--- src/inc/eitf_defs.svh ---
// Constants of the external interrupt trigger and flag block.
//
// Summary of operation
// - Each of sixteen lines has a two-bit trigger field, four per byte, lowest line low.
// - Trigger code 00 low level, 01 falling, 10 rising, 11 both edges.
// - Lines 2 to 7 have enable bits in bits 7-2 of the first enable byte.
// - Lines 8 to 15 have enable bits in all bits of the second enable byte.
// - Flags of lines 2 to 15 set only while their enable bit is one.
// - Bits 1-0 of the first enable byte read zero and ignore writes.
// - A matching trigger sets the line flag; flags packed by line in two bytes.
// - Flags of lines 2 to 15 clear only when software writes zero.
// - Flags of lines 0 and 1 clear on core response or software zero.
// - Lines 2-7 and 8-15 each share one request gated by a group enable.
`ifndef EITF_DEFS_SVH
`define EITF_DEFS_SVH

`define EITF_LINES 16
`define EITF_ADDR_W 4
`define EITF_DATA_W 8
`define EITF_IST_W 4

// Register offsets.
`define EITF_OFS_TRIG0 4'h0
`define EITF_OFS_TRIG1 4'h1
`define EITF_OFS_TRIG2 4'h2
`define EITF_OFS_TRIG3 4'h3
`define EITF_OFS_EN0 4'h4
`define EITF_OFS_EN1 4'h5
`define EITF_OFS_FLG0 4'h6
`define EITF_OFS_FLG1 4'h7
`define EITF_OFS_GRP 4'h8
`define EITF_OFS_IST 4'h9
`define EITF_OFS_IMSK 4'ha

// Reset values and field layouts.
`define EITF_RST_BYTE 8'h00
`define EITF_RST_LINE 16'hffff
`define EITF_EN0_WR_MASK 8'hfc
`define EITF_GRP_MASK 8'h03
`define EITF_IST_MASK 8'h0f
`define EITF_GRP_2_7 0
`define EITF_GRP_8_15 1
`define EITF_IST_LINE0 0
`define EITF_IST_LINE1 1
`define EITF_IST_G2_7 2
`define EITF_IST_G8_15 3

`endif

--- src/inc/eitf_pkg.sv ---
// Types of the external interrupt trigger and flag block.
`include "eitf_defs.svh"

package eitf_pkg;

    typedef logic [`EITF_DATA_W-1:0] eitf_byte_t;
    typedef logic [`EITF_ADDR_W-1:0] eitf_addr_t;
    typedef logic [`EITF_LINES-1:0] eitf_lines_t;

    typedef enum logic [1:0] {
        EITF_TRIG_LOW  = 2'h0,
        EITF_TRIG_FALL = 2'h1,
        EITF_TRIG_RISE = 2'h2,
        EITF_TRIG_BOTH = 2'h3
    } eitf_trig_t;

    typedef struct packed {
        eitf_lines_t sync_a;
        eitf_lines_t sync_b;
        eitf_lines_t prev;
    } eitf_det_state_t;

    typedef struct packed {
        logic [`EITF_LINES-1:0][1:0] trig;
        eitf_byte_t en0;
        eitf_byte_t en1;
        eitf_lines_t flag;
        logic [1:0] grp;
        logic [`EITF_IST_W-1:0] ist;
        logic [`EITF_IST_W-1:0] imsk;
        eitf_byte_t rdata;
    } eitf_state_t;

endpackage

--- src/inc/eitf_det_if.sv ---
// Link between the register core and the line trigger detector.
`timescale 1ns/1ps
`include "eitf_defs.svh"

interface eitf_det_if;
    logic [`EITF_LINES-1:0] line;
    logic [`EITF_LINES-1:0][1:0] mode;
    logic [`EITF_LINES-1:0] hit;

    modport core (output line, output mode, input hit);
    modport det (input line, input mode, output hit);
endinterface

--- src/verilog/eitf_line_detect.sv ---
// Synchroniser and trigger matcher for all external request lines.
`timescale 1ns/1ps
`include "eitf_defs.svh"

module eitf_line_detect (
    input wire logic core_clk_i,
    input wire logic reset_n_i,
    eitf_det_if.det det
);
    import eitf_pkg::*;

    eitf_det_state_t st_ff;
    eitf_det_state_t nxt_st;

    // ------------------------------------------------------------
    // Sampling
    // ------------------------------------------------------------
    // two-stage synchroniser
    always_comb begin
        nxt_st = st_ff;
        nxt_st.sync_a = det.line;
        nxt_st.sync_b = st_ff.sync_a;
        nxt_st.prev = st_ff.sync_b;
    end

    // Lines idle high, so reset to high avoids a false rising edge.
    always_ff @(posedge core_clk_i or negedge reset_n_i) begin
        if (!reset_n_i) begin
            st_ff.sync_a <= `EITF_RST_LINE;
            st_ff.sync_b <= `EITF_RST_LINE;
            st_ff.prev <= `EITF_RST_LINE;
        end else begin
            st_ff <= nxt_st;
        end
    end

    // ------------------------------------------------------------
    // Trigger match
    // ------------------------------------------------------------
    genvar gi;
    generate
        for (gi = 0; gi < `EITF_LINES; gi++) begin : g_line
            logic cur;
            logic old;
            assign cur = st_ff.sync_b[gi];
            assign old = st_ff.prev[gi];
            always_comb begin
                unique case (eitf_trig_t'(det.mode[gi]))
                    EITF_TRIG_LOW: det.hit[gi] = !cur;
                    EITF_TRIG_FALL: det.hit[gi] = old && !cur;
                    EITF_TRIG_RISE: det.hit[gi] = !old && cur;
                    EITF_TRIG_BOTH: det.hit[gi] = old ^ cur;
                endcase
            end
        end
    endgenerate

endmodule // eitf_line_detect

--- src/verilog/eitf_top.sv ---
// Register core of the external interrupt trigger and flag block.
`timescale 1ns/1ps
`include "eitf_defs.svh"

module eitf_top #(
    parameter int NUM_LINES = `EITF_LINES
) (
    input wire logic core_clk_i,
    input wire logic reset_n_i,
    input wire eitf_pkg::eitf_lines_t ext_line_i,
    input wire eitf_pkg::eitf_addr_t reg_addr_i,
    input wire eitf_pkg::eitf_byte_t reg_wdata_i,
    input wire logic reg_wr_i,
    input wire logic reg_rd_i,
    output eitf_pkg::eitf_byte_t reg_rdata_o,
    input wire logic ack_line0_i,
    input wire logic ack_line1_i,
    output logic req_line0_o,
    output logic req_line1_o,
    output logic req_group_2_7_o,
    output logic req_group_8_15_o,
    output logic irq_o
);
    import eitf_pkg::*;

    // ------------------------------------------------------------
    // Elaboration check
    // ------------------------------------------------------------
    if (NUM_LINES != `EITF_LINES) begin : g_bad_lines
        $error("eitf_top serves exactly sixteen lines");
    end

    eitf_state_t st_ff;
    eitf_state_t nxt_st;
    eitf_det_if det_bus ();

    // ------------------------------------------------------------
    // Trigger detection
    // ------------------------------------------------------------
    assign det_bus.line = ext_line_i;
    assign det_bus.mode = st_ff.trig;

    eitf_line_detect u_detect (
        .core_clk_i(core_clk_i),
        .reset_n_i(reset_n_i),
        .det(det_bus.det)
    );

    // ------------------------------------------------------------
    // Decode helpers
    // ------------------------------------------------------------
    function automatic logic wr_at(input eitf_addr_t ofs);
        wr_at = reg_wr_i && (reg_addr_i == ofs);
    endfunction

    function automatic eitf_byte_t read_mux(input eitf_state_t s, input eitf_addr_t a);
        logic [4*`EITF_DATA_W-1:0] trig_flat;
        trig_flat = s.trig;
        unique case (a)
            `EITF_OFS_TRIG0: read_mux = trig_flat[7:0];
            `EITF_OFS_TRIG1: read_mux = trig_flat[15:8];
            `EITF_OFS_TRIG2: read_mux = trig_flat[23:16];
            `EITF_OFS_TRIG3: read_mux = trig_flat[31:24];
            `EITF_OFS_EN0: read_mux = s.en0 & `EITF_EN0_WR_MASK;
            `EITF_OFS_EN1: read_mux = s.en1;
            `EITF_OFS_FLG0: read_mux = s.flag[7:0];
            `EITF_OFS_FLG1: read_mux = s.flag[15:8];
            `EITF_OFS_GRP: read_mux = {6'h00, s.grp};
            `EITF_OFS_IST: read_mux = {4'h0, s.ist};
            `EITF_OFS_IMSK: read_mux = {4'h0, s.imsk};
            default: read_mux = `EITF_RST_BYTE;
        endcase
    endfunction

    // ------------------------------------------------------------
    // Flag and enable logic
    // ------------------------------------------------------------
    eitf_lines_t line_en;
    eitf_lines_t flag_set;
    eitf_lines_t flag_clr;
    logic [`EITF_IST_W-1:0] ist_ev;
    logic [`EITF_IST_W-1:0] ist_w1c;

    // enables of lines 2 to 7
    // enables of lines 8 to 15
    assign line_en = {st_ff.en1, st_ff.en0[7:2], 2'b11};

    assign flag_set = det_bus.hit & line_en;

    always_comb begin
        flag_clr = '0;
        if (wr_at(`EITF_OFS_FLG0)) begin
            flag_clr[7:0] = ~reg_wdata_i;
        end
        if (wr_at(`EITF_OFS_FLG1)) begin
            flag_clr[15:8] = ~reg_wdata_i;
        end
        if (ack_line0_i) begin
            flag_clr[0] = 1'b1;
        end
        if (ack_line1_i) begin
            flag_clr[1] = 1'b1;
        end
    end

    always_comb begin
        ist_ev = '0;
        ist_ev[`EITF_IST_LINE0] = flag_set[0];
        ist_ev[`EITF_IST_LINE1] = flag_set[1];
        ist_ev[`EITF_IST_G2_7] = |flag_set[7:2];
        ist_ev[`EITF_IST_G8_15] = |flag_set[15:8];
        ist_w1c = '0;
        if (wr_at(`EITF_OFS_IST)) begin
            ist_w1c = reg_wdata_i[`EITF_IST_W-1:0];
        end
    end

    // ------------------------------------------------------------
    // Next state
    // ------------------------------------------------------------
    always_comb begin
        nxt_st = st_ff;
        if (wr_at(`EITF_OFS_TRIG0)) begin
            nxt_st.trig[3:0] = reg_wdata_i;
        end
        if (wr_at(`EITF_OFS_TRIG1)) begin
            nxt_st.trig[7:4] = reg_wdata_i;
        end
        if (wr_at(`EITF_OFS_TRIG2)) begin
            nxt_st.trig[11:8] = reg_wdata_i;
        end
        if (wr_at(`EITF_OFS_TRIG3)) begin
            nxt_st.trig[15:12] = reg_wdata_i;
        end
        if (wr_at(`EITF_OFS_EN0)) begin
            nxt_st.en0 = reg_wdata_i & `EITF_EN0_WR_MASK;
        end
        if (wr_at(`EITF_OFS_EN1)) begin
            nxt_st.en1 = reg_wdata_i;
        end
        if (wr_at(`EITF_OFS_GRP)) begin
            nxt_st.grp = reg_wdata_i[1:0];
        end
        if (wr_at(`EITF_OFS_IMSK)) begin
            nxt_st.imsk = reg_wdata_i[`EITF_IST_W-1:0];
        end
        // A set in the same cycle as a clear wins.
        nxt_st.flag = (st_ff.flag & ~flag_clr) | flag_set;
        nxt_st.ist = (st_ff.ist & ~ist_w1c) | ist_ev;
        // Read data stand only in the cycle after the strobe.
        if (reg_rd_i) begin
            nxt_st.rdata = read_mux(st_ff, reg_addr_i);
        end else begin
            nxt_st.rdata = `EITF_RST_BYTE;
        end
    end

    always_ff @(posedge core_clk_i or negedge reset_n_i) begin
        if (!reset_n_i) begin
            st_ff <= '0;
        end else begin
            st_ff <= nxt_st;
        end
    end

    // ------------------------------------------------------------
    // Outputs
    // ------------------------------------------------------------
    assign reg_rdata_o = st_ff.rdata;
    assign req_line0_o = st_ff.flag[0];
    assign req_line1_o = st_ff.flag[1];
    assign req_group_2_7_o = st_ff.grp[`EITF_GRP_2_7] && (|st_ff.flag[7:2]);
    assign req_group_8_15_o = st_ff.grp[`EITF_GRP_8_15] && (|st_ff.flag[15:8]);
    assign irq_o = |(st_ff.ist & st_ff.imsk);

endmodule // eitf_top

--- config.mk ---
export PLATFORM = sky130hd
export DESIGN_NAME = eitf_top
export DESIGN_NICKNAME = d
export VERILOG_FILES = /design/src/inc/eitf_pkg.sv /design/src/inc/eitf_det_if.sv /design/src/verilog/eitf_line_detect.sv /design/src/verilog/eitf_top.sv
export VERILOG_INCLUDE_DIRS = /design/src /design/src/inc
export SDC_FILE = /design/constraint.sdc
export NUM_CORES = 1
export LEC_CHECK = 0
export ABC_AREA = 1
export BUFFER_PORTS_ARGS = -buffer_cell sky130_fd_sc_hd__clkbuf_2
export CELL_PAD_IN_SITES_DETAIL_PLACEMENT = 1
export CELL_PAD_IN_SITES_GLOBAL_PLACEMENT = 1
export CORE_MARGIN = 4
export CORE_UTILIZATION = 35
export CTS_BUF_LIST = sky130_fd_sc_hd__clkbuf_4 sky130_fd_sc_hd__clkbuf_8 sky130_fd_sc_hd__clkbuf_16
export CTS_CLUSTER_SIZE = 16
export DETAILED_ROUTE_END_ITERATION = 16
export GPL_ROUTABILITY_DRIVEN = 0
export GPL_TIMING_DRIVEN = 0
export PLACE_DENSITY_LB_ADDON = 0.12
export SYNTH_ARGS = -nofsm -noshare
export SYNTH_HDL_FRONTEND = slang
export SYNTH_SLANG_ARGS = --single-unit
--- constraint.sdc ---
create_clock -name core_clk_i -period 2.1 [get_ports core_clk_i]
set_clock_uncertainty 0.15 [all_clocks]
set_input_delay 0.21 -clock core_clk_i [delete_from_list [all_inputs] [get_ports core_clk_i]]
set_output_delay 0.21 -clock core_clk_i [all_outputs]
set_load 0.1 [all_outputs]
-- Yosys cells after proc, flatten, opt, wreduce, memory -nomap -nowiden
Index checks and enable logic that the tools add are counted.
- bits of input ports: 34
- output and inout port bits: 13
- bits in registers: 128
- logic and storage cells: 231
- equality and inequality tests: 58
- muxes and demuxes: 23
- reductions and logical operators: 99
- bitwise logic cells: 25
- operator list (kind ; number):
    case mux 8 bit (11 select lines) ; 1
    == test 2 bit (second input constant) ; 32
    case mux 1 bit (4 select lines) ; 16
    logical AND 1 bit ; 45
    AND 16 bit ; 2
    == test 2 x 1 -> 1 bit (second input constant) ; 16
    zero test 1 bit ; 32
    zero test 2 bit ; 16
    2-to-1 mux 8 bit ; 3
    == test 4 x 3 -> 1 bit (second input constant) ; 4
    NOT 16 bit ; 1
    OR 16 bit ; 1
    OR reduction 8 bit ; 2
    bitwise XOR 1 bit ; 16
    == test 4 bit (second input constant) ; 3
    OR reduction 6 bit ; 2
    AND 4 bit ; 2
    == test 4 x 2 -> 1 bit (second input constant) ; 2
    NOT 8 bit ; 1
    == test 4 x 1 -> 1 bit (second input constant) ; 1
    zero test 4 bit ; 1
    2-to-1 mux 4 bit ; 1
    NOT 4 bit ; 1
    OR 4 bit ; 1
    other kinds (2) ; 3

-- Logic depth before layout (Yosys ltp)
Gate-level depths: netlist of the first run.
- depth after elaboration: 7
- gate-level depth with buffers: 10
- gate-level depth less buffers: 10

-- Hierarchy
Synthesis of the first run repeated with hierarchy kept, for this count alone.
- cells, all modules: 764
- area total of the unflattened synthesis: 6304.8 µm²
- by module, submodules not included (module ; times used ; cells an instance ; area each (µm²) ; sequential area each (µm²)):
    eitf_top ; 1 ; 476 ; 3822.4 ; 2001.9
    eitf_line_detect ; 1 ; 288 ; 2482.4 ; 1261.2

-- Least setup slack after synthesis of the first run
No wires, ideal clock.
- kind: register to output
- start point: register st_ff[32] (netlist name)
- end point: output port req_group_8_15_o
- path buffers: 0
- required time: 1.740 ns
- arrival: 1.874 ns
- slack: -0.134 ns
- cell stages (with the launch flop): 3
- cell sequence: dfrtp_1 nor4_1 a21oi_1
- word-level cells in the longest chain between the ends: 2
- RTL lines (item ; line ; source):
    start: declaration ; eitf_top.sv:33 ; eitf_state_t st_ff;
    start signal: assignment ; eitf_top.sv:162 ; st_ff <= nxt_st;
    OR reduction 8 bit ; eitf_top.sv:173 ; assign req_group_8_15_o = st_ff.grp[`EITF_GRP_8_15] && (|st_ff.flag[15:8]);
    logical AND 1 bit ; eitf_top.sv:173 ;
    end: declaration ; eitf_top.sv:21 ; output logic req_group_8_15_o,
No other way between the ends.

-- Worst setup path after layout of the first run
- start point: register st_ff[22] (netlist name)
- end point: output port req_group_2_7_o
- word-level cells in the longest chain between the ends: 2
- RTL lines (item ; line ; source):
    OR reduction 6 bit ; eitf_top.sv:172 ; assign req_group_2_7_o = st_ff.grp[`EITF_GRP_2_7] && (|st_ff.flag[7:2]);
    logical AND 1 bit ; eitf_top.sv:172 ;
    end: declaration ; eitf_top.sv:20 ; output logic req_group_2_7_o,
No other way between the ends.

==> results of run 1 <==
## synth_stat cells, types with 7 or more instances
master	count
nand3_1	46
dfstp_2	48
nor2_1	41
a21oi_1	11
inv_1	100
inv_2	7
o21ai_1	29
dfrtp_1	80
nand2_1	237
buf_2	9
o21ai_0	58
ha_1	32
buf_4	8
## routing by layer
layer | share of wire [%] | track usage (%)
met5 | 0 | 0
met3 | 3.4 | 4.64
met4 | 0.96 | 4.90
met2 | 49 | 33.9
met1 | 46 | 26.2
## final timing paths
| kind | endpoint | slack [ns] | cells past startpoint |
|---|---|---|---|
| max | req_group_2_7_o | 0.06 | 5 |
| min | st_ff[8]$_DFFE_PN0P_ | 0.13 | 2 |
| max reg2reg | st_ff[14]$_DFF_PN0_ | 0.26 | 9 |
| min reg2reg | u_detect.g_line[14].cur$_DFF_PN1_ | 0.20 | 0 |
| max in group asynchronous | u_detect.g_line[11].old$_DFF_PN1_ | 0.89 | 3 |
| min in group core_clk_i | det_bus.mode[5]$_DFFE_PN0P_ | 0.17 | 4 |
## per-stage QoR
| step | utilization, % | std cells |
|---|---|---|
| detailed placement | 38.8 | 1006 |
| global placement | 38.6 | 1005 |
| CTS | 44.3 | 1066 |
| global route | 44.3 | 1066 |
| finish | 44.3 | 1066 |
| floorplan | - | 734 |
## cell type report
| type | instances | area, um^2 | area share [%] |
|---|---|---|---|
| Tap cell | 225 | 282 | 3.68 |
| Clock inverter | 11 | 174 | 2.28 |
| Buffer | 18 | 109 | 1.42 |
| Sequential cell | 128 | 3260 | 42.7 |
| Timing Repair Buffer | 75 | 552 | 7.22 |
| Multi-Input combinational cell | 481 | 2370 | 31.0 |
| Inverter | 107 | 402 | 5.25 |
| Clock buffer | 21 | 492 | 6.43 |
## cells in the final DEF (no fill, tap or decap), types with 10 or more instances in the layout
cell type / count
a21oi_1: 10
nor2_1: 41
o21ai_0: 58
dfrtp_1: 80
clkbuf_2: 43
clkbuf_16: 18
dfstp_2: 48
nand2_1: 237
o21ai_1: 29
ha_1: 32
inv_1: 100
nand3_1: 46
dlygate4sd3_1: 28
## sequential cells by signal (all words and copies together), names as in the netlist
register and count:
st_ff 24, req_line0_o 1, line_en 14, u_detect.nxt_st 16
det_bus.mode 32, req_line1_o 1, u_detect.g_line.old 16, reg_rdata_o 8
u_detect.g_line.cur 16
## logic make-up after synthesis
| group | synth area share, % |
|---|---|
| adder cells (fa/ha/maj) | 6.53 |
| AND/OR/NAND/NOR | 23.4 |
| AO/OA/AOI/OAI | 8.61 |
| buffers and inverters | 8.32 |
| flip-flops | 53.2 |
## where the power goes
part | switching, mW | internal [mW] | leakage, nW
registers | 0.359 | 2.84 | 1.46
logic | 0.952 | 0.422 | 2.04
clock network | 1.18 | 2.16 | 0.317
## what timing repair did
item,in CTS,in global routing
hold endpoints to repair,105,0
hold buffers,28,0
endpoints found under the setup margin,2,0
buffers inserted,0,0
gates resized for setup,3,0
==> flow_summary.ini, run 1 <==
[worst_setup_path]
critical_path_class = reg -> out
setup.worst_path.start_class = flip-flop
crit_path_frequent_cell = nand2_1
critical_path.top_delay_family = simple AND/OR/NAND/NOR gates
worstSetupStartpoint = st_ff[22]$_DFF_PN0_
r2r-start = u_detect.g_line[3].old$_DFF_PN1_
endpoint_kind = primary output
cp_slowest_cell = dfrtp_1
max_stage_delay_ns = 0.39
worst-path-buf-inv = 2
crit_chain = nor4_1 > nand2_1 > nand2_1 > inv_1 > clkbuf_4
worstPathRequired_ns = 1.74
crit_fanout = 3
arrival_ns = 1.68

[floorplan]
ios = 47
dieArea_um2 = 19700
coreArea_um2 = 17200
initial_core_util_pct = 35.6
placementRows = 48
fp.dieH_um = 140
dieWidth_um = 140

[global_routing]
grt_pass1_wl_um = 30500
grt-ovfl-total = 0
track_usage_pct = 20.1
grt_max_degree = 90
first_global_vias = 5652
antenna_found_initial = 0

[pwr]
power_mw = 7.91
p_leak_nw = 3.82
peakVddDrop_v = 0.000575
power-per-cell-area_nw_per_um2 = 1040

[synth]
synth.distinct_cells = 23
synth_edf_count = 0
ys_dominant_reg_cell = dfrtp_1
synth_nets = 800
postSynth.asyncResetShare_pct = 100
ys_top_cells_by_area = dfrtp_1, dfstp_2, nand2_1, ha_1, inv_1
ys_seq_elements = 128
yosysTopAreaCell = dfrtp_1
syn-cell-area_um2 = 6130
synthCells = 734
ys_warn_count = 0
syn_avg_cell_area_um2 = 8.36
seq_area_frac_synth_pct = 53.2
netlist.area_leader.share_pct = 32.6

[clock_network]
cts_buffer_depth = 2
cts_sinks = 128
cts_tree = done
root_buffer = clkbuf_16
cts_buffers = 17
worst_skew_pair.late_latency_ns = 0.43
clkTransAtPathRegs_ns = 0.06
htree_levels = 4

[routing]
ant_nets = 0
drt_iter0_drc = 321
num_vias = 5119
routed_wl_um = 18500
drc = 0
drt_pass1_iterations = 5
via_per_inst = 4.80
routedWlPerCell_um = 17.4

[cells_and_area]
diodes = 0
drive_gt1_share_pct = 19.7
fin_area_um2 = 7640
nNetsFinal = 894
areaGrowthSynthToFinish_pct = 24.6
fill_cells = 2053

[timing]
slew_violations = 0
grt_setup_unrepaired = false
worst_slack_ns = 0.0629
period_share_pct = 97.0
min_period_ns = 2.04
max-slew-margin-rel_pct = 59.9
fmax_mhz = 491
hold_slack_ns = 0.127
setup-violations-final = 0
tightest_slew_ns = 0.599
report.final.hold_viol_count = 0
setup-tns-final_ns = 0

[run]
drv_cap = 0

[run_status]
outcome = finished clean

[worst_hold_path]
hold_class = in -> async

[placement]
place_ws_ns = 0.222
dpl_cell_area_um2 = 6690
dp_hpwl_um = 13600
io_buffer_count = 46
Power figures use the tool's default switching activity.
==> run 2: changes to the inputs <==
- RECOVER_POWER: not set -> 25
==> run 2 against run 1 <==
Power decreased by 0.13%. Sequential power is essentially flat. Critical path type unchanged. Highest routed layer unchanged. Core utilization is 0.051 points lower. Via count fell by 0.31%. Clock-buffer cell count stayed put. Worst hold slack gained 0.041 ns. Non-clock buffer count did not move. Register-to-register slack barely moved. Sequential share of layout area about the same. Setup slack better by 0.0025 ns.
==> flow_summary.ini, run 2 (synthesized netlist as in run 1, its figures left out) <==
[run_status]
outcome = finished clean

[global_routing]
met3_usage_pct = 4.64
grtUsageMet2_pct = 33.9
grt.busiest_layer = met2
grt_pass1_wl_um = 30500
track_usage_pct = 20.1
antenna_found_initial = 0
grt_max_degree = 90
grt_util_met1_pct = 26.2
grt-ovfl-total = 0
first_global_vias = 5652

[floorplan]
ios = 47
fp.dieH_um = 140
dieWidth_um = 140
dieArea_um2 = 19700
initial_core_util_pct = 35.6
coreArea_um2 = 17200
placementRows = 48

[clock_network]
root_buffer = clkbuf_16
cts_buffer_depth = 2
cts_buffers = 17
cts_sinks = 128
postCtsSetupRepairBufs = 0
worst_skew_pair.late_latency_ns = 0.43
clkTransAtPathRegs_ns = 0.06
htree_levels = 4
cts_tree = done

[timing]
max-slew-margin-rel_pct = 29.4
slew_violations = 0
setup-violations-final = 0
fmax_mhz = 492
min_period_ns = 2.03
tightest_slew_ns = 1.06
hold_slack_ns = 0.168
grt_setup_unrepaired = false
period_share_pct = 96.9
report.final.hold_viol_count = 0

[routing]
drt_pass1_iterations = 5
via_per_inst = 4.79
num_vias = 5103
routed_wl_um = 18500
routedWlPerCell_um = 17.3
drc = 0
drt_iter0_drc = 326
ant_nets = 0

[cells_and_area]
diodes = 0
mostFrequentLayoutCell = nand2_1
fill_cells = 2055
largest_reg_flops = 32
nNetsFinal = 894
multi_input_area_um2 = 2370
areaGrowthSynthToFinish_pct = 24.5
drive_gt1_share_pct = 18.7
mostFrequentLayoutCells = nand2_1, inv_1, dfrtp_1, o21ai_0, nand3_1
seqCellArea_um2 = 3260

[pwr]
power_mw = 7.90
p_leak_nw = 3.81
power-per-cell-area_nw_per_um2 = 1030
peakVddDrop_v = 0.000575

[worst_setup_path]
arrival_ns = 1.67
critical_path_class = reg -> out
endpoint_kind = primary output
setup.worst_path.start_class = flip-flop
worstSetupStartpoint = st_ff[22]$_DFF_PN0_
crit_fanout = 3
r2r-start = u_detect.g_line[3].old$_DFF_PN1_
worstPathRequired_ns = 1.74

[run]
drv_cap = 0

[worst_hold_path]
hp-start = reg_wr_i
hold_class = in -> reg

[placement]
dp_hpwl_um = 13600
io_buffer_count = 46
run 2: changes by cell type in the layout (fill, tap and decap cells not counted):
cell      change
dfstp_1       +9
dfstp_2       -9
clkbuf_2      +1
clkbuf_8      -1
run 2: critical path: stages (launching register included):
cell      delay (ns)
dfrtp_1         0.39
nor4_1          0.30
nand2_1         0.09
nand2_1         0.11
inv_1           0.07
clkbuf_4        0.28
run 2: path summary, 6_finish.rpt:
path                                                endpoint  slack (ns)  cells past startpoint
setup / recovery                             req_group_2_7_o        0.07                      5
hold / removal                   det_bus.mode[5]$_DFFE_PN0P_        0.17                      4
setup reg to reg                         st_ff[14]$_DFF_PN0_        0.26                      9
hold reg to reg            u_detect.g_line[11].cur$_DFF_PN1_        0.21                      0
max in group asynchronous  u_detect.g_line[11].old$_DFF_PN1_        0.43                      3
min in group asynchronous               st_ff[8]$_DFFE_PN0P_        0.37                      2
run 2: timing repair:
action,CTS,global route
hold buffers,28,0
endpoints found under the setup margin,2,0
endpoints found under the hold margin,105,0
resized for setup,3,0
run 2: per-layer routing:
layer  wire (um)  share of wire (%)
met5           0                  0
met4         178               0.96
met3         621                3.4
met2        9070                 49
met1        8580                 47
run 2: final cells by class:
class | instances | share of cell area, %
Inverter | 107 | 5.26
Clock inverter | 11 | 2.28
Tap cell | 225 | 3.69
Clock buffer | 21 | 6.44
Buffer | 18 | 1.43
Multi-Input combinational cell | 481 | 31.1
Sequential cell | 128 | 42.7
Timing Repair Buffer | 75 | 7.11
run 2: metrics by stage:
stage | TNS (ns) | setup slack, ns | area (um^2) | std cells | utilization, %
floorplan | 0 | 0.410 | 6140 | 734 | -
global placement | -140.53 | -1.43 | 6650 | 1005 | 38.6
detailed placement | 0 | 0.222 | 6690 | 1006 | 38.8
CTS | 0 | 0.0644 | 7640 | 1066 | 44.3
global route | 0 | 0.0137 | 7630 | 1066 | 44.3
finish | 0 | 0.0655 | 7630 | 1066 | 44.3
run 2: power breakdown:
part / total (mW) / internal [mW] / switching [mW]
clock: 3.33 / 2.16 / 1.17
combinational: 1.37 / 0.421 / 0.950
sequential: 3.20 / 2.84 / 0.358
total: 7.90 / 5.42 / 2.48
